File: config.mk
export PLATFORM = sky130hd
export DESIGN_NAME = spdic_top
export DESIGN_NICKNAME = d
export VERILOG_FILES = /design/src/spdic_pkg.sv /design/src/spdic_stchg_if.sv /design/src/spdic_stchg.sv /design/src/spdic_top.sv
export VERILOG_INCLUDE_DIRS = /design/src
export SDC_FILE = /design/constraint.sdc
export NUM_CORES = 1
export LEC_CHECK = 0
export BUFFER_PORTS_ARGS = -buffer_cell sky130_fd_sc_hd__clkbuf_2
export CORE_ASPECT_RATIO = 1.5
export CORE_MARGIN = 1
export CORE_UTILIZATION = 44
export DETAILED_ROUTE_END_ITERATION = 8
export GPL_TIMING_DRIVEN = 0
export PLACE_DENSITY = 0.79
export SLEW_MARGIN = 10
export SYNTH_ARGS = -nofsm -noshare
export SYNTH_HDL_FRONTEND = slang
export SYNTH_SLANG_ARGS = --single-unit
File: constraint.sdc
create_clock -name clk_i -period 1.8 [get_ports clk_i]
set_input_delay 0.54 -clock clk_i [delete_from_list [all_inputs] [get_ports clk_i]]
set_output_delay 0.54 -clock clk_i [all_outputs]
set_load 0.02 [all_outputs]
File: src/spdic_regs.svh
// register addresses, field positions and reset values of the serial port
// dma and interrupt request control; included by its bare name, definitions only
`ifndef SPDIC_REGS_SVH
`define SPDIC_REGS_SVH

// ----------------------------------------------------------------------------
// register addresses, one set per channel
// ----------------------------------------------------------------------------
`define SPDIC_ADDR_CTRL_CH0   16'hf304
`define SPDIC_ADDR_STAT_CH0   16'hf308
`define SPDIC_ADDR_SCHG_CH0   16'hf30c
`define SPDIC_ADDR_CTRL_CH1   16'hf404
`define SPDIC_ADDR_STAT_CH1   16'hf408
`define SPDIC_ADDR_SCHG_CH1   16'hf40c

// ----------------------------------------------------------------------------
// control register fields
// ----------------------------------------------------------------------------
`define SPDIC_CTRL_TX_DMA     15
`define SPDIC_CTRL_RX_DMA     14
`define SPDIC_CTRL_TX_IRQ     13
`define SPDIC_CTRL_RX_IRQ     12
`define SPDIC_CTRL_ERR_IRQ    11
`define SPDIC_CTRL_CTS_HI     10
`define SPDIC_CTRL_CTS_LO     9
`define SPDIC_CTRL_SEL_HI     5
`define SPDIC_CTRL_SEL_LO     0
`define SPDIC_CTRL_RESET      16'h0000

// ----------------------------------------------------------------------------
// dma and interrupt status register fields
// ----------------------------------------------------------------------------
`define SPDIC_STAT_HEAD_HI    15
`define SPDIC_STAT_HEAD_LO    11
`define SPDIC_STAT_ERR        10
`define SPDIC_STAT_RX_TIMEOUT_FLAG       9
`define SPDIC_STAT_TXSP       8
`define SPDIC_STAT_RXFULL     7
`define SPDIC_STAT_SCHG       6
`define SPDIC_STAT_CNT_HI     4
`define SPDIC_STAT_CNT_LO     0
`define SPDIC_TXSP_RESET      1'b1

// ----------------------------------------------------------------------------
// status change register fields, also the positions of the select bits
// ----------------------------------------------------------------------------
`define SPDIC_SCHG_OVR        5
`define SPDIC_SCHG_CTS        4
`define SPDIC_SCHG_BRK        3
`define SPDIC_SCHG_TX_READY_STATUS       2
`define SPDIC_SCHG_ALLS       1

`endif

File: src/spdic_pkg.sv
// types shared by the serial port dma and interrupt request control
// assumes nothing of its surroundings
package spdic_pkg;

    // cts edge condition that counts as a status change
    typedef enum logic [1:0] {
        SPDIC_CTS_NONE = 2'b00,
        SPDIC_CTS_RISE = 2'b01,
        SPDIC_CTS_FALL = 2'b10,
        SPDIC_CTS_BOTH = 2'b11
    } spdic_cts_cond_t;

endpackage : spdic_pkg

File: src/spdic_stchg_if.sv
// bundle between the control block and its status change detector
// assumes both ends run on the same clock
`timescale 1ns/1ps

interface spdic_stchg_if;
    logic                      overrun_status;   // latched overrun bit
    logic                      cts_level_status; // filtered cts level
    logic                      break_detected;
    logic                      tx_ready_status;
    logic                      tx_all_sent;
    logic [5:0]                status_change_select;
    spdic_pkg::spdic_cts_cond_t cts_edge_condition;
    logic                      hit;              // some selected condition occurred

    modport src (
        output overrun_status, cts_level_status, break_detected, tx_ready_status,
               tx_all_sent, status_change_select, cts_edge_condition,
        input  hit
    );
    modport det (
        input  overrun_status, cts_level_status, break_detected, tx_ready_status,
               tx_all_sent, status_change_select, cts_edge_condition,
        output hit
    );
endinterface : spdic_stchg_if

File: src/spdic_stchg.sv
// status change detector: edges and levels of the line status bits, gated
// by the status change select field; assumes inputs are on clk_i already
`timescale 1ns/1ps
`include "spdic_regs.svh"

module spdic_stchg (
    // clock and reset
    input  wire logic clk_i,
    input  wire logic reset_n_i,
    // status bits in, hit out
    spdic_stchg_if.det sc
);

    logic cts_prev;
    logic brk_prev;
    logic tx_ready_status_prev;
    logic alls_prev;

    // ------------------------------------------------------------------------
    // condition decode
    // ------------------------------------------------------------------------
    wire cts_rise = sc.cts_level_status & ~cts_prev;
    wire cts_fall = ~sc.cts_level_status & cts_prev;
    wire cts_hit  = ((sc.cts_edge_condition == spdic_pkg::SPDIC_CTS_RISE) & cts_rise)
                  | ((sc.cts_edge_condition == spdic_pkg::SPDIC_CTS_FALL) & cts_fall)
                  | ((sc.cts_edge_condition == spdic_pkg::SPDIC_CTS_BOTH) & (cts_rise | cts_fall));

    // each selected condition contributes; all-zero select detects nothing
    assign sc.hit = (sc.status_change_select[`SPDIC_SCHG_OVR] & sc.overrun_status)
                  | (sc.status_change_select[`SPDIC_SCHG_CTS] & cts_hit)
                  | (sc.status_change_select[`SPDIC_SCHG_BRK] & sc.break_detected & ~brk_prev)
                  | (sc.status_change_select[`SPDIC_SCHG_TX_READY_STATUS] & sc.tx_ready_status & ~tx_ready_status_prev)
                  | (sc.status_change_select[`SPDIC_SCHG_ALLS] & sc.tx_all_sent & ~alls_prev);

    // previous values for the becomes-1 and edge conditions
    always_ff @(posedge clk_i or negedge reset_n_i) begin
        if (!reset_n_i) begin
            cts_prev  <= 1'b0;
            brk_prev  <= 1'b0;
            tx_ready_status_prev <= 1'b0;
            alls_prev <= 1'b0;
        end else begin
            cts_prev  <= sc.cts_level_status;
            brk_prev  <= sc.break_detected;
            tx_ready_status_prev <= sc.tx_ready_status;
            alls_prev <= sc.tx_all_sent;
        end
    end

endmodule : spdic_stchg

File: src/spdic_top.sv
// serial port dma and interrupt request control, one channel
// assumes the line logic drives its status inputs on clk_i; the cts pin is
// asynchronous; the register master follows the plain strobe protocol
//
// The plain strobed port was chosen for this implementation.
`timescale 1ns/1ps
`include "spdic_regs.svh"

module spdic_top #(
    parameter bit CHANNEL = 1'b0   // selects the channel 1 address set
) (
    // clock and reset
    input  wire logic        clk_i,
    input  wire logic        reset_n_i,
    // register port
    input  wire logic [15:0] addr_i,
    input  wire logic [31:0] wdata_i,
    input  wire logic        wr_i,
    input  wire logic        rd_i,
    output logic      [31:0] rdata_o,
    // line logic status, same clock
    input  wire logic        tx_space_lvl_i,   // tx fifo free space at trigger level
    input  wire logic        rx_full_lvl_i,    // rx fifo fill at trigger level
    input  wire logic        rx_timeout_i,     // one-cycle pulse
    input  wire logic        rx_error_i,       // one-cycle pulse: frame, parity or overrun
    input  wire logic        overrun_i,        // one-cycle pulse
    input  wire logic        break_detected_i, // level
    input  wire logic        tx_ready_i,       // level
    input  wire logic        tx_all_sent_i,    // level
    input  wire logic [4:0]  rx_count_i,       // entries in rx fifo
    input  wire logic [4:0]  rx_head_i,        // status of rx fifo head entry
    // pin
    input  wire logic        cts_pin_i,
    // dma controller
    input  wire logic        tx_dma_ack_i,
    input  wire logic        rx_dma_ack_i,
    output logic             tx_dma_req_o,
    output logic             rx_dma_req_o,
    // mode and interrupt
    output logic             tx_dma_mode_o,
    output logic             rx_dma_mode_o,
    output logic             irq_o
);

    // ------------------------------------------------------------------------
    // helper functions
    // ------------------------------------------------------------------------

    // latched flag: hardware set wins over a write-zero clear
    function automatic logic flag_next(
        input logic cur,
        input logic set,
        input logic clr
    );
        flag_next = set | (cur & ~clr);
    endfunction : flag_next

    // a write of zero to a given bit clears it; a one leaves it alone
    function automatic logic wr_zero(
        input logic        sel,
        input logic [31:0] data,
        input int          pos
    );
        wr_zero = sel & ~data[pos];
    endfunction : wr_zero

    // ------------------------------------------------------------------------
    // state
    // ------------------------------------------------------------------------

    // named so its bits can be selected
    localparam logic [15:0] CTRL_RESET_VAL = `SPDIC_CTRL_RESET;

    // control fields
    logic                       tx_dma_enable;
    logic                       rx_dma_enable;
    logic                       tx_space_irq_enable;
    logic                       rx_full_irq_enable;
    logic                       rx_error_irq_enable;
    spdic_pkg::spdic_cts_cond_t cts_edge_condition;
    logic [5:0]                 status_change_select;

    // latched flags
    logic                       rx_error_flag;
    logic                       rx_timeout_flag;
    logic                       tx_space_flag;
    logic                       rx_full_flag;
    logic                       status_change_flag;
    logic                       overrun_status;

    // cts stages
    logic                       cts_s1;
    logic                       cts_s2;
    logic                       cts_s3;
    logic                       cts_level_status;

    // next flag values
    logic                       next_rx_error_flag;
    logic                       next_rx_timeout_flag;
    logic                       next_tx_space_flag;
    logic                       next_rx_full_flag;
    logic                       next_status_change_flag;
    logic                       next_overrun_status;
    logic [31:0]                next_rdata;

    // detector bundle
    spdic_stchg_if              stchg ();

    // ------------------------------------------------------------------------
    // address decode
    // ------------------------------------------------------------------------
    // channel picks the address set
    wire [15:0] addr_ctrl = CHANNEL ? `SPDIC_ADDR_CTRL_CH1 : `SPDIC_ADDR_CTRL_CH0;
    wire [15:0] addr_stat = CHANNEL ? `SPDIC_ADDR_STAT_CH1 : `SPDIC_ADDR_STAT_CH0;
    wire [15:0] addr_schg = CHANNEL ? `SPDIC_ADDR_SCHG_CH1 : `SPDIC_ADDR_SCHG_CH0;

    // one compare per register
    wire hit_ctrl = (addr_i == addr_ctrl);
    wire hit_stat = (addr_i == addr_stat);
    wire hit_schg = (addr_i == addr_schg);

    // unmapped writes are dropped
    wire wr_ctrl  = wr_i & hit_ctrl;
    wire wr_stat  = wr_i & hit_stat;
    wire wr_schg  = wr_i & hit_schg;

    // ------------------------------------------------------------------------
    // register images for reads
    // ------------------------------------------------------------------------
    logic [31:0] ctrl_image;
    logic [31:0] stat_image;
    logic [31:0] schg_image;

    // reserved bits read as zero
    always_comb begin
        ctrl_image = 32'h0000_0000;
        ctrl_image[`SPDIC_CTRL_TX_DMA]  = tx_dma_enable;
        ctrl_image[`SPDIC_CTRL_RX_DMA]  = rx_dma_enable;
        ctrl_image[`SPDIC_CTRL_TX_IRQ]  = tx_space_irq_enable;
        ctrl_image[`SPDIC_CTRL_RX_IRQ]  = rx_full_irq_enable;
        ctrl_image[`SPDIC_CTRL_ERR_IRQ] = rx_error_irq_enable;
        ctrl_image[`SPDIC_CTRL_CTS_HI:`SPDIC_CTRL_CTS_LO] = cts_edge_condition;
        ctrl_image[`SPDIC_CTRL_SEL_HI:`SPDIC_CTRL_SEL_LO] = status_change_select;
    end

    // count and head are live, not latched
    always_comb begin
        stat_image = 32'h0000_0000;
        stat_image[`SPDIC_STAT_HEAD_HI:`SPDIC_STAT_HEAD_LO] = rx_head_i;
        stat_image[`SPDIC_STAT_ERR]    = rx_error_flag;
        stat_image[`SPDIC_STAT_RX_TIMEOUT_FLAG]   = rx_timeout_flag;
        stat_image[`SPDIC_STAT_TXSP]   = tx_space_flag;
        stat_image[`SPDIC_STAT_RXFULL] = rx_full_flag;
        stat_image[`SPDIC_STAT_SCHG]   = status_change_flag;
        stat_image[`SPDIC_STAT_CNT_HI:`SPDIC_STAT_CNT_LO] = rx_count_i;
    end

    // the status change register shows live line levels beside the latch
    always_comb begin
        schg_image = 32'h0000_0000;
        schg_image[`SPDIC_SCHG_OVR]  = overrun_status;
        schg_image[`SPDIC_SCHG_CTS]  = cts_level_status;
        schg_image[`SPDIC_SCHG_BRK]  = break_detected_i;
        schg_image[`SPDIC_SCHG_TX_READY_STATUS] = tx_ready_i;
        schg_image[`SPDIC_SCHG_ALLS] = tx_all_sent_i;
    end

    // read mux; unmapped addresses and idle cycles give zero,
    // so stale data never lingers on the bus
    assign next_rdata = !rd_i    ? 32'h0000_0000 :
                        hit_ctrl ? ctrl_image :
                        hit_stat ? stat_image :
                        hit_schg ? schg_image : 32'h0000_0000;

    // read data stands for exactly the cycle after the strobe
    always_ff @(posedge clk_i or negedge reset_n_i) begin
        if (!reset_n_i) begin
            rdata_o <= 32'h0000_0000;
        end else begin
            rdata_o <= next_rdata;
        end
    end

    // ------------------------------------------------------------------------
    // control register
    // ------------------------------------------------------------------------

    // software owns every bit; reset clears all enables and fields
    always_ff @(posedge clk_i or negedge reset_n_i) begin
        if (!reset_n_i) begin
            tx_dma_enable        <= CTRL_RESET_VAL[`SPDIC_CTRL_TX_DMA];
            rx_dma_enable        <= CTRL_RESET_VAL[`SPDIC_CTRL_RX_DMA];
            tx_space_irq_enable  <= CTRL_RESET_VAL[`SPDIC_CTRL_TX_IRQ];
            rx_full_irq_enable   <= CTRL_RESET_VAL[`SPDIC_CTRL_RX_IRQ];
            rx_error_irq_enable  <= CTRL_RESET_VAL[`SPDIC_CTRL_ERR_IRQ];
            cts_edge_condition   <= spdic_pkg::SPDIC_CTS_NONE;
            status_change_select <= CTRL_RESET_VAL[`SPDIC_CTRL_SEL_HI:`SPDIC_CTRL_SEL_LO];
        end else if (wr_ctrl) begin
            tx_dma_enable        <= wdata_i[`SPDIC_CTRL_TX_DMA];
            rx_dma_enable        <= wdata_i[`SPDIC_CTRL_RX_DMA];
            tx_space_irq_enable  <= wdata_i[`SPDIC_CTRL_TX_IRQ];
            rx_full_irq_enable   <= wdata_i[`SPDIC_CTRL_RX_IRQ];
            rx_error_irq_enable  <= wdata_i[`SPDIC_CTRL_ERR_IRQ];
            cts_edge_condition   <= spdic_pkg::spdic_cts_cond_t'(
                                    wdata_i[`SPDIC_CTRL_CTS_HI:`SPDIC_CTRL_CTS_LO]);
            status_change_select <= wdata_i[`SPDIC_CTRL_SEL_HI:`SPDIC_CTRL_SEL_LO];
        end
    end

    // ------------------------------------------------------------------------
    // cts pin synchroniser
    // ------------------------------------------------------------------------

    // three stages; the level only moves once the last two agree, so a
    // metastable first stage never reaches the edge detector
    always_ff @(posedge clk_i or negedge reset_n_i) begin
        if (!reset_n_i) begin
            cts_s1           <= 1'b0;
            cts_s2           <= 1'b0;
            cts_s3           <= 1'b0;
            cts_level_status <= 1'b0;
        end else begin
            cts_s1 <= cts_pin_i;
            cts_s2 <= cts_s1;
            cts_s3 <= cts_s2;
            if (cts_s2 == cts_s3) begin
                cts_level_status <= cts_s3;
            end
        end
    end

    // ------------------------------------------------------------------------
    // status change detection
    // ------------------------------------------------------------------------
    assign stchg.overrun_status       = overrun_status;
    assign stchg.cts_level_status     = cts_level_status;
    assign stchg.break_detected       = break_detected_i;
    assign stchg.tx_ready_status      = tx_ready_i;
    assign stchg.tx_all_sent          = tx_all_sent_i;
    assign stchg.status_change_select = status_change_select;
    assign stchg.cts_edge_condition   = cts_edge_condition;

    spdic_stchg u_stchg (
        .clk_i     (clk_i),
        .reset_n_i (reset_n_i),
        .sc        (stchg.det)
    );

    // ------------------------------------------------------------------------
    // latched status flags
    // ------------------------------------------------------------------------

    // every flag is set by hardware and cleared by a written zero; a set in
    // the clearing cycle survives, so no event is lost to a racing write
    assign next_rx_error_flag   = flag_next(rx_error_flag, rx_error_i,
                                  wr_zero(wr_stat, wdata_i, `SPDIC_STAT_ERR));

    assign next_rx_timeout_flag = flag_next(rx_timeout_flag, rx_timeout_i,
                                  wr_zero(wr_stat, wdata_i, `SPDIC_STAT_RX_TIMEOUT_FLAG));

    // the dma acknowledge also clears; while the level holds it sets again
    assign next_tx_space_flag   = flag_next(tx_space_flag, tx_space_lvl_i,
                                  wr_zero(wr_stat, wdata_i, `SPDIC_STAT_TXSP) | tx_dma_ack_i);

    assign next_rx_full_flag    = flag_next(rx_full_flag, rx_full_lvl_i,
                                  wr_zero(wr_stat, wdata_i, `SPDIC_STAT_RXFULL) | rx_dma_ack_i);

    assign next_status_change_flag = flag_next(status_change_flag, stchg.hit,
                                  wr_zero(wr_stat, wdata_i, `SPDIC_STAT_SCHG));

    assign next_overrun_status  = flag_next(overrun_status, overrun_i,
                                  wr_zero(wr_schg, wdata_i, `SPDIC_SCHG_OVR));

    // tx space resets set: an empty fifo has room
    always_ff @(posedge clk_i or negedge reset_n_i) begin
        if (!reset_n_i) begin
            rx_error_flag      <= 1'b0;
            rx_timeout_flag    <= 1'b0;
            tx_space_flag      <= `SPDIC_TXSP_RESET;
            rx_full_flag       <= 1'b0;
            status_change_flag <= 1'b0;
            overrun_status     <= 1'b0;
        end else begin
            rx_error_flag      <= next_rx_error_flag;
            rx_timeout_flag    <= next_rx_timeout_flag;
            tx_space_flag      <= next_tx_space_flag;
            rx_full_flag       <= next_rx_full_flag;
            status_change_flag <= next_status_change_flag;
            overrun_status     <= next_overrun_status;
        end
    end

    // ------------------------------------------------------------------------
    // dma requests and modes
    // ------------------------------------------------------------------------

    // the line logic uses the mode bits to know whether dma or software
    // feeds and drains the fifos
    assign tx_dma_mode_o = tx_dma_enable;
    assign rx_dma_mode_o = rx_dma_enable;

    // requests come straight from flops so an ack drops them next cycle
    assign tx_dma_req_o  = tx_dma_enable & tx_space_flag;
    assign rx_dma_req_o  = rx_dma_enable & rx_full_flag;

    // ------------------------------------------------------------------------
    // interrupt
    // ------------------------------------------------------------------------

    // software is trusted to keep the irq enables off in dma mode; if it does
    // not, both the request and the interrupt fire
    wire irq_tx   = tx_space_irq_enable & tx_space_flag;
    wire irq_rx   = rx_full_irq_enable & (rx_full_flag | rx_timeout_flag);
    wire irq_err  = rx_error_irq_enable & rx_error_flag;
    wire irq_schg = status_change_flag;

    // no priority among the causes
    assign irq_o  = irq_tx
                  | irq_rx
                  | irq_err
                  | irq_schg;

endmodule : spdic_top

-- After elaboration in Yosys (flattened, before gate mapping)
Cells that the tools add are included.
- mux-type cells: 4
- equality and inequality tests: 7
- bitwise logic cells: 69
- operator list (cell ; count):
    $eq A16 B16 Y1 const B ; 3
    $mux W16 ; 3
    $and A1 B1 Y1 ; 33
    $or A1 B1 Y1 ; 19
    $not A1 Y1 ; 17
    $mux W6 ; 1
    $eq A2 B2 Y1 const B ; 2
    $eq A2 B1 Y1 const B ; 1
    $eq A1 B1 Y1 ; 1
- word-level logic and storage cells: 102
- output and inout port bits: 37
- bits of input ports: 73
- register bits: 43

-- Longest topological paths before layout
Gate-level depths: netlist (run 1).
- depth after elaboration: 11
- depth in mapped cells: 6
- gate-level depth less buffers: 6

-- Cells and area by module
From an unflattened synthesis (run 1), not the netlist that was laid out.
- cells, all modules: 167
- area, all modules: 2003.2 sq um
- modules (own cells, without submodules) (module ; cells each ; area an instance (sq um) ; sequential area each (sq um) ; instances):
    spdic_top ; 146 ; 1803.0 ; 977.2 ; 1
    spdic_stchg ; 21 ; 200.2 ; 100.1 ; 1

-- Worst setup path after synthesis (run 1)
No wires, ideal clock.
- path kind: input -> register
- from: input addr_i[5]
- to: register cts_edge_condition[0]
- stages on the path: 5
- required time: 1675 ps
- buffers on the path: 1
- setup slack: -355 ps
- arrival: 2030 ps
- library setup time: 125 ps
- cell sequence: or4_4 -> nor4b_4 -> nand4b_4 -> buf_6 -> mux2_4
- longest elaborated chain between the ends: 2
- ends and longest elaborated chain (element ; RTL line ; source):
    from (decl) ; spdic_top.sv:16 ; input wire logic [15:0] addr_i,
    $eq A16 B16 Y1 ; spdic_top.sv:118 ; wire hit_ctrl = (addr_i == addr_ctrl);
    $and A1 B1 Y1 ; spdic_top.sv:123 ; wire wr_ctrl = wr_i & hit_ctrl;
    to (signal assigned) ; spdic_top.sv:196 ; cts_edge_condition <= spdic_pkg::SPDIC_CTS_NONE;
    to (signal assigned) ; spdic_top.sv:204 ; cts_edge_condition <= spdic_pkg::spdic_cts_cond_t'(
    to (decl) ; spdic_top.sv:80 ; spdic_pkg::spdic_cts_cond_t cts_edge_condition;
No other way between the ends.
A chain may end at the register's enable or synchronous reset.

-- Worst setup path in the final report (run 1)
- from: input addr_i[5]
- to: register status_change_select[2]
- longest elaborated chain between the ends: 2
- ends and longest elaborated chain (element ; RTL line ; source):
    $eq A16 B16 Y1 ; spdic_top.sv:118 ;
    $and A1 B1 Y1 ; spdic_top.sv:123 ;
    to (signal assigned) ; spdic_top.sv:197 ; status_change_select <= CTRL_RESET_VAL[`SPDIC_CTRL_SEL_HI:`SPDIC_CTRL_SEL_LO];
    to (signal assigned) ; spdic_top.sv:206 ; status_change_select <= wdata_i[`SPDIC_CTRL_SEL_HI:`SPDIC_CTRL_SEL_LO];
    to (decl) ; spdic_top.sv:81 ; logic [5:0] status_change_select;
No other way between the ends.

==> results.py, run 1 <==
metrics = {
    "routing": {
        "first_pass_iters": 6,
        "drt-initial-drc-count": 40,
        "ant_nets": 0,
        "drt_wl_total_microns": 4370,
        "viasPerCell": 4.92,
        "route.detailed.drc": 4,
        "wire_per_inst_microns": 13.6,
        "vias": 1578,
    },
    "die": {
        "initial_core_util": 0.467,
        "fp.dieH_microns": 84.9,
        "die_area_sq_um": 4860,
        "rows": 29,
        "core_area_sq_um": 4320,
        "ios": 110,
        "fp.dieW_microns": 57.2,
    },
    "pwr": {
        "swShare": 0.229,
        "internal-power_mw": 1.43,
        "power.switching_uw": 425,
        "seq_power_share": 0.534,
        "combPwrFrac": 0.114,
        "peakVddDrop_v": 0.000504,
        "total_power_mw": 1.86,
        "p_leak_nw": 1.54,
        "powerDensity_nw_per_um2": 647,
        "p_clk_frac": 0.353,
    },
    "yosys": {
        "synth_cell_types": 36,
        "yosysTopAreaCell": "dfrtp_1",
        "syn_inst": 164,
        "ys_seq_area_frac": 0.535,
        "netlist_area_sq_um": 2010,
        "yosysWarnings": 0,
        "synth.avg_cell_area_sq_um": 12.3,
        "synth-seq-cells": 43,
        "synth_top_cells_by_area": "dfrtp_1, mux2_4, buf_4",
        "yosysTopAreaCellShare": 0.522,
    },
    "clocking": {
        "holdBufCountCts": 0,
        "cts_buffers": 5,
        "clockRootBuffer": "clkbuf_8",
        "clk-insertion-delay-late_ns": 0.29,
        "path_clk_slew_ns": 0.08,
        "clockBufferDepth": 2,
        "htree_levels": 2,
        "clock-sinks": 43,
        "tritoncts": "yes",
    },
    "timing": {
        "hold_viol_final": 0,
        "whs_ns": 0.350,
        "max_freq_mhz": 505,
        "worst_clock_skew_ns": 0.00582,
        "slew_headroom": 0.305,
        "setup-violations-final": 25,
        "rsz0062_at_grt": "yes",
        "drv_slew": 0,
        "layout_setup_ws_ns": -0.181,
        "final.period_utilization": 1.10,
        "period_minus_slack_ns": 1.98,
        "worst_slew_pin_slew_ns": 1.04,
    },
    "setup_path": {
        "rr_worst_depth": 6,
        "start_kind": "input pin",
        "end_kind": "register",
        "critPathRequiredTime_ns": 1.97,
        "cp_data_arrival_time_ns": 2.16,
        "critPathMaxFanout": 10,
        "slowest_stage": "or4_4",
        "critical_path_class": "in -> reg",
        "cp_cell_sequence": "buf_6, or4_4, nor4b_4, nand4b_4, buf_12, mux2_4",
        "slowest_delay_ns": 0.55,
    },
    "global_routing": {
        "grt_max_degree": 44,
        "antenna_found_initial": 0,
        "grt_overflow": 0,
        "grt_pass1_wl_microns": 6980,
        "track_usage": 0.194,
        "grt_pass1_vias": 1539,
    },
    "place": {
        "portBuffers": 77,
        "dp_hpwl_microns": 3110,
        "dp.cells": 302,
        "gp_congestion": 0.787,
    },
    "status": {
        "status": "finished, violations left",
        "violations": "DRC, setup timing",
    },
    "layout": {
        "drive_gt1_frac": 0.571,
        "area_growth_syn_to_layout_pct": 42.4,
        "nets": 349,
        "fillers": 318,
        "antenna_cells": 0,
        "instances_no_fill": 321,
    },
    "worst_hold_path": {
        "hold_depth": 1,
        "hold_class": "in -> reg",
    },
    "job": {
        "maxCapViolCount": 0,
    },
}
[metrics by stage]
stage | setup slack, ns | cell area, sq um | util | TNS [ns]
2_1_floorplan | -0.355 | 2070 | - | -7.24
3_3_place_gp | -0.721 | 2510 | 0.582 | -18.53
3_5_place_dp | -0.735 | 2510 | 0.582 | -19.00
4_1_cts | -0.187 | 2750 | 0.636 | -3.00
5_1_grt | -0.198 | 2870 | 0.664 | -3.69
6_report | -0.181 | 2870 | 0.664 | -2.93
[synth_stat cells]
cell and number:
a21o_1 1, a21oi_1 7, a221o_1 1, a221oi_1 1, a22oi_1 12, and2_1 3
and3_1 4, buf_2 2, buf_4 16, buf_6 1, clkbuf_1 2, conb_1 1
dfrtp_1 42, dfstp_2 1, ha_1 2, inv_1 4, maj3_1 1, mux2_2 6
mux2_4 10, mux2i_1 1, nand2_1 8, nand4_1 2, nand4b_4 1, nand4bb_1 1
nor2_1 10, nor2b_1 11, nor3b_1 1, nor4_1 1, nor4_2 2, nor4b_4 1
o211ai_1 2, o21ai_0 2, o22a_1 1, or4_4 1, or4b_1 1, or4b_2 1
[timing repair]
action                                  in CTS  in global routing
buffers inserted                             9                  4
cloned                                       1                  0
gates resized for setup                     15                 26
pin swaps                                    7                 12
endpoints found under the setup margin      32                 33
[flip-flops by register name (all words and copies together), names as in the netlist]
signal / count
irq_schg: 1
cts_edge_condition: 2
rx_error_irq_enable: 1
tx_space_flag: 1
cts_s3: 1
tx_dma_mode_o: 1
rx_error_flag: 1
rx_full_irq_enable: 1
status_change_select: 6
overrun_status: 1
rx_full_flag: 1
tx_space_irq_enable: 1
u_stchg.brk_prev: 1
u_stchg.alls_prev: 1
rx_timeout_flag: 1
u_stchg.tx_ready_status_prev: 1
u_stchg.cts_prev: 1
cts_level_status: 1
cts_s2: 1
cts_s1: 1
rx_dma_mode_o: 1
rdata_o: 16
[critical path: cells and delay by family]
family,cells,cell delay [ns]
and+or+nand+nor,3,1.04
buffers and inverters,2,0.27
muxes,1,0.30
[cell usage in the layout, fill, tap and decap left out, types with 3 or more instances in the layout]
cell	synthesis	layout
and3_1	4	3
nor2_1	10	10
mux2_4	10	10
a21oi_2	0	4
nand2_1	8	7
conb_1	1	16
nor2b_1	11	11
a22oi_1	12	4
dfrtp_1	42	42
clkbuf_8	0	7
buf_4	16	23
buf_6	1	7
a21oi_1	7	3
mux2_2	6	6
inv_1	4	4
clkbuf_2	0	75
a22oi_2	0	8
[final cells by class]
class / count / area, sq um / share of cell area
Sequential cell: 43 / 1080 / 0.376
Buffer: 21 / 168 / 0.0585
Inverter: 4 / 15.0 / 0.00524
Timing Repair Buffer: 88 / 508 / 0.177
Clock buffer: 8 / 100 / 0.0349
Multi-Input combinational cell: 111 / 942 / 0.329
Tap cell: 46 / 57.6 / 0.0201
[worst paths after layout]
check                                             start                                  end  slack (ns)
max                                           addr_i[5]  status_change_select[2]$_DFFE_PN0P_       -0.18
min                                           cts_pin_i                     cts_s1$_DFF_PN0_        0.35
max reg2reg                cts_level_status$_DFFE_PN0N_                   irq_schg$_DFF_PN0_        0.38
min reg2reg                            cts_s1$_DFF_PN0_                     cts_s2$_DFF_PN0_        0.37
max in group asynchronous                     reset_n_i       rx_full_irq_enable$_DFFE_PN0P_        0.75
min in group asynchronous                     reset_n_i  status_change_select[1]$_DFFE_PN0P_        0.43
[power by group through the flow]
stage / clock, mW / combinational [mW] / sequential (mW)
detailed placement: 0 / 0.197 / 1.01
global placement: 0 / 0.194 / 1.01
global route: 0.714 / 0.233 / 0.992
floorplan: 0 / 0.103 / 1.01
CTS: 0.670 / 0.204 / 0.991
finish: 0.654 / 0.211 / 0.991
[logic make-up after synthesis]
family          count (synthesis)  share of synthesized area
compound gates                 27                     0.0919
buf+inv                        25                     0.0814
fa+ha+maj                       3                     0.0174
flops                          43                      0.535
other cells                     1                    0.00186
mux                            17                      0.113
simple gates                   48                      0.160
[routing by layer]
metal  vias up  wire [microns]  track usage
li1        768               -            -
met1       741            1660        0.215
met2        60            2370        0.344
met3         9             213       0.0396
met4         0             126       0.0976
met5         -               0            0
Note: power is estimated with default switching activity, not from simulation.
==> run 2: changes to the inputs <==
BUFFER_PORTS_ARGS = unset   (was -buffer_cell sky130_fd_sc_hd__clkbuf_2)
CORE_UTILIZATION = 50   (was 44)
DONT_BUFFER_PORTS = 1   (was unset)
PLACE_DENSITY = unset   (was 0.79)
REMOVE_ABC_BUFFERS = 1   (was unset)
==> results.py, run 2 (same netlist as run 1, synthesis figures left out) <==
metrics = {
    "global_routing": {
        "grt_pass1_wl_microns": 6290,
        "grt_pass1_vias": 1269,
        "grt_overflow": 0,
        "track_usage": 0.209,
        "grt_max_degree": 43,
        "antenna_found_initial": 0,
    },
    "timing": {
        "hold_viol_final": 0,
        "period_minus_slack_ns": 1.89,
        "max_freq_mhz": 530,
        "rsz0062_at_grt": "yes",
        "final.period_utilization": 1.05,
        "setup-violations-final": 13,
        "layout_setup_ws_ns": -0.0860,
        "worst_clock_skew_ns": 0.00816,
        "drv_slew": 0,
    },
    "setup_path": {
        "cp_data_arrival_time_ns": 2.06,
        "cp-startpoint": "addr_i[5]",
        "rrSetupSlack_ns": 0.34,
        "crit_cells": 5,
        "cp_cell_sequence": "or4_4, nor4b_4, nand4b_4, buf_8, mux2_4",
        "critPathMaxFanout": 7,
        "critical_path.top_delay_family": "simple AND/OR/NAND/NOR gates",
        "crit_buf_inv": 1,
        "rr_worst_depth": 6,
        "critPathRequiredTime_ns": 1.97,
        "critical_path_class": "in -> reg",
        "r2r-start": "cts_level_status$_DFFE_PN0N_",
        "slowest_delay_ns": 0.56,
        "regToRegEndpoint": "irq_schg$_DFF_PN0_",
        "slowest_stage": "or4_4",
        "start_kind": "input pin",
        "end_kind": "register",
        "cp-endpoint": "tx_dma_mode_o$_DFFE_PN0P_",
    },
    "pwr": {
        "total_power_mw": 1.74,
        "power.switching_uw": 378,
        "peakVddDrop_v": 0.000504,
        "p_clk_frac": 0.374,
        "combPwrFrac": 0.058,
        "internal-power_mw": 1.37,
        "swShare": 0.217,
        "powerDensity_nw_per_um2": 793,
        "p_leak_nw": 1.06,
        "seq_power_share": 0.568,
    },
    "layout": {
        "largest_reg_flops": 16,
        "antenna_cells": 0,
        "regMostFlops": "rdata_o",
        "final_common_cell": "dfrtp_1",
        "area_growth_syn_to_layout_pct": 9.13,
        "instances_no_fill": 217,
        "final_area_sq_um": 2200,
        "drive_gt1_frac": 0.241,
        "reg.largest.list": "rdata_o: 16 flops, status_change_select: 6 flops, cts_edge_condition: 2 flops",
        "nets": 248,
        "final_cell_mix": "dfrtp_1, conb_1, a22oi_1",
    },
    "die": {
        "core_area_sq_um": 3750,
        "rows": 27,
        "fp.dieH_microns": 79.7,
        "fp.dieW_microns": 53.8,
        "ios": 110,
        "die_area_sq_um": 4290,
        "initial_core_util": 0.537,
    },
    "clocking": {
        "clockRootBuffer": "clkbuf_8",
        "cts_buffers": 5,
        "htree_levels": 2,
        "clock-sinks": 43,
        "tritoncts": "yes",
        "path_clk_slew_ns": 0.08,
        "clk-insertion-delay-late_ns": 0.29,
        "clockBufferDepth": 2,
    },
    "status": {
        "status": "finished, violations left",
        "violations": "setup timing",
    },
    "routing": {
        "viasPerCell": 5.81,
        "wl_met1_microns": 1440,
        "vias": 1260,
        "routed.top_layer": "met4",
        "wl_met3_microns": 328,
        "ant_nets": 0,
        "wire_per_inst_microns": 19.0,
        "first_pass_iters": 4,
        "drt-initial-drc-count": 28,
        "route.detailed.drc": 0,
        "wl_met2_microns": 2270,
        "drt_wl_total_microns": 4120,
    },
    "place": {
        "postPlaceCellArea_sq_um": 1980,
        "dp.cells": 201,
        "portBuffers": 0,
        "dp_hpwl_microns": 2880,
        "gp_congestion": 0.652,
    },
    "job": {
        "maxCapViolCount": 0,
    },
    "worst_hold_path": {
        "hold_class": "in -> async",
    },
}
==> run 2: through the flow <==
step	hold WS [ns]	setup WS (ns)	TNS (ns)	utilization
after floorplan	0.244	-0.531	-10.41	-
after global placement	0.245	-0.902	-19.77	0.527
after detailed placement	0.245	-0.940	-20.96	0.527
after CTS	0.0805	-0.0759	-0.847	0.581
after global routing	0.0689	-0.142	-1.64	0.586
final	0.0795	-0.0860	-0.955	0.586
==> run 2: power by group through the flow <==
stage | Sequential [mW] | Combinational (mW) | Clock, mW
2_1_floorplan | 1.01 | 0.0690 | 0
3_3_place_gp | 1.01 | 0.0716 | 0
3_5_place_dp | 1.01 | 0.0749 | 0
4_1_cts | 0.990 | 0.101 | 0.666
5_1_grt | 0.992 | 0.113 | 0.720
6_report | 0.990 | 0.101 | 0.652
==> run 2: per-layer routing <==
layer	vias up	track usage
met2	63	0.354
met3	8	0.0838
met4	0	0.0711
met1	626	0.225
li1	563	-
met5	-	0
==> run 2: worst min path at each step <==
| stage | startpoint | endpoint | slack, ns | cells after the start |
|---|---|---|---|---|
| 2_1_floorplan | reset_n_i | cts_edge_condition[0]$_DFFE_PN0P_ | 0.24 | 0 |
| 3_3_place_gp | reset_n_i | rdata_o[14]$_DFF_PN0_ | 0.25 | 0 |
| 3_5_place_dp | reset_n_i | rdata_o[14]$_DFF_PN0_ | 0.25 | 0 |
| 4_1_cts | reset_n_i | tx_space_flag$_DFF_PN1_ | 0.08 | 0 |
| 5_1_grt | reset_n_i | tx_space_flag$_DFF_PN1_ | 0.07 | 0 |
| 6_report | reset_n_i | rx_full_flag$_DFF_PN0_ | 0.08 | 1 |
==> run 2: layout make-up <==
cell class / instances / area (sq um)
multi-input cells: 111 / 868
repair buffers: 8 / 83.8
inverters: 4 / 15.0
well taps: 43 / 53.8
clock buffers: 8 / 100
flip-flops and latches: 43 / 1080
fillers: 329 / 1550
==> run 2: what timing repair did <==
item / CTS / global route
setup buffers: 6 / 1
hold buffers: 1 / 0
gates resized for setup: 7 / 3
endpoints found under the hold margin: 42 / 0
endpoints found under the setup margin: 31 / 24
pin swaps: 4 / 2
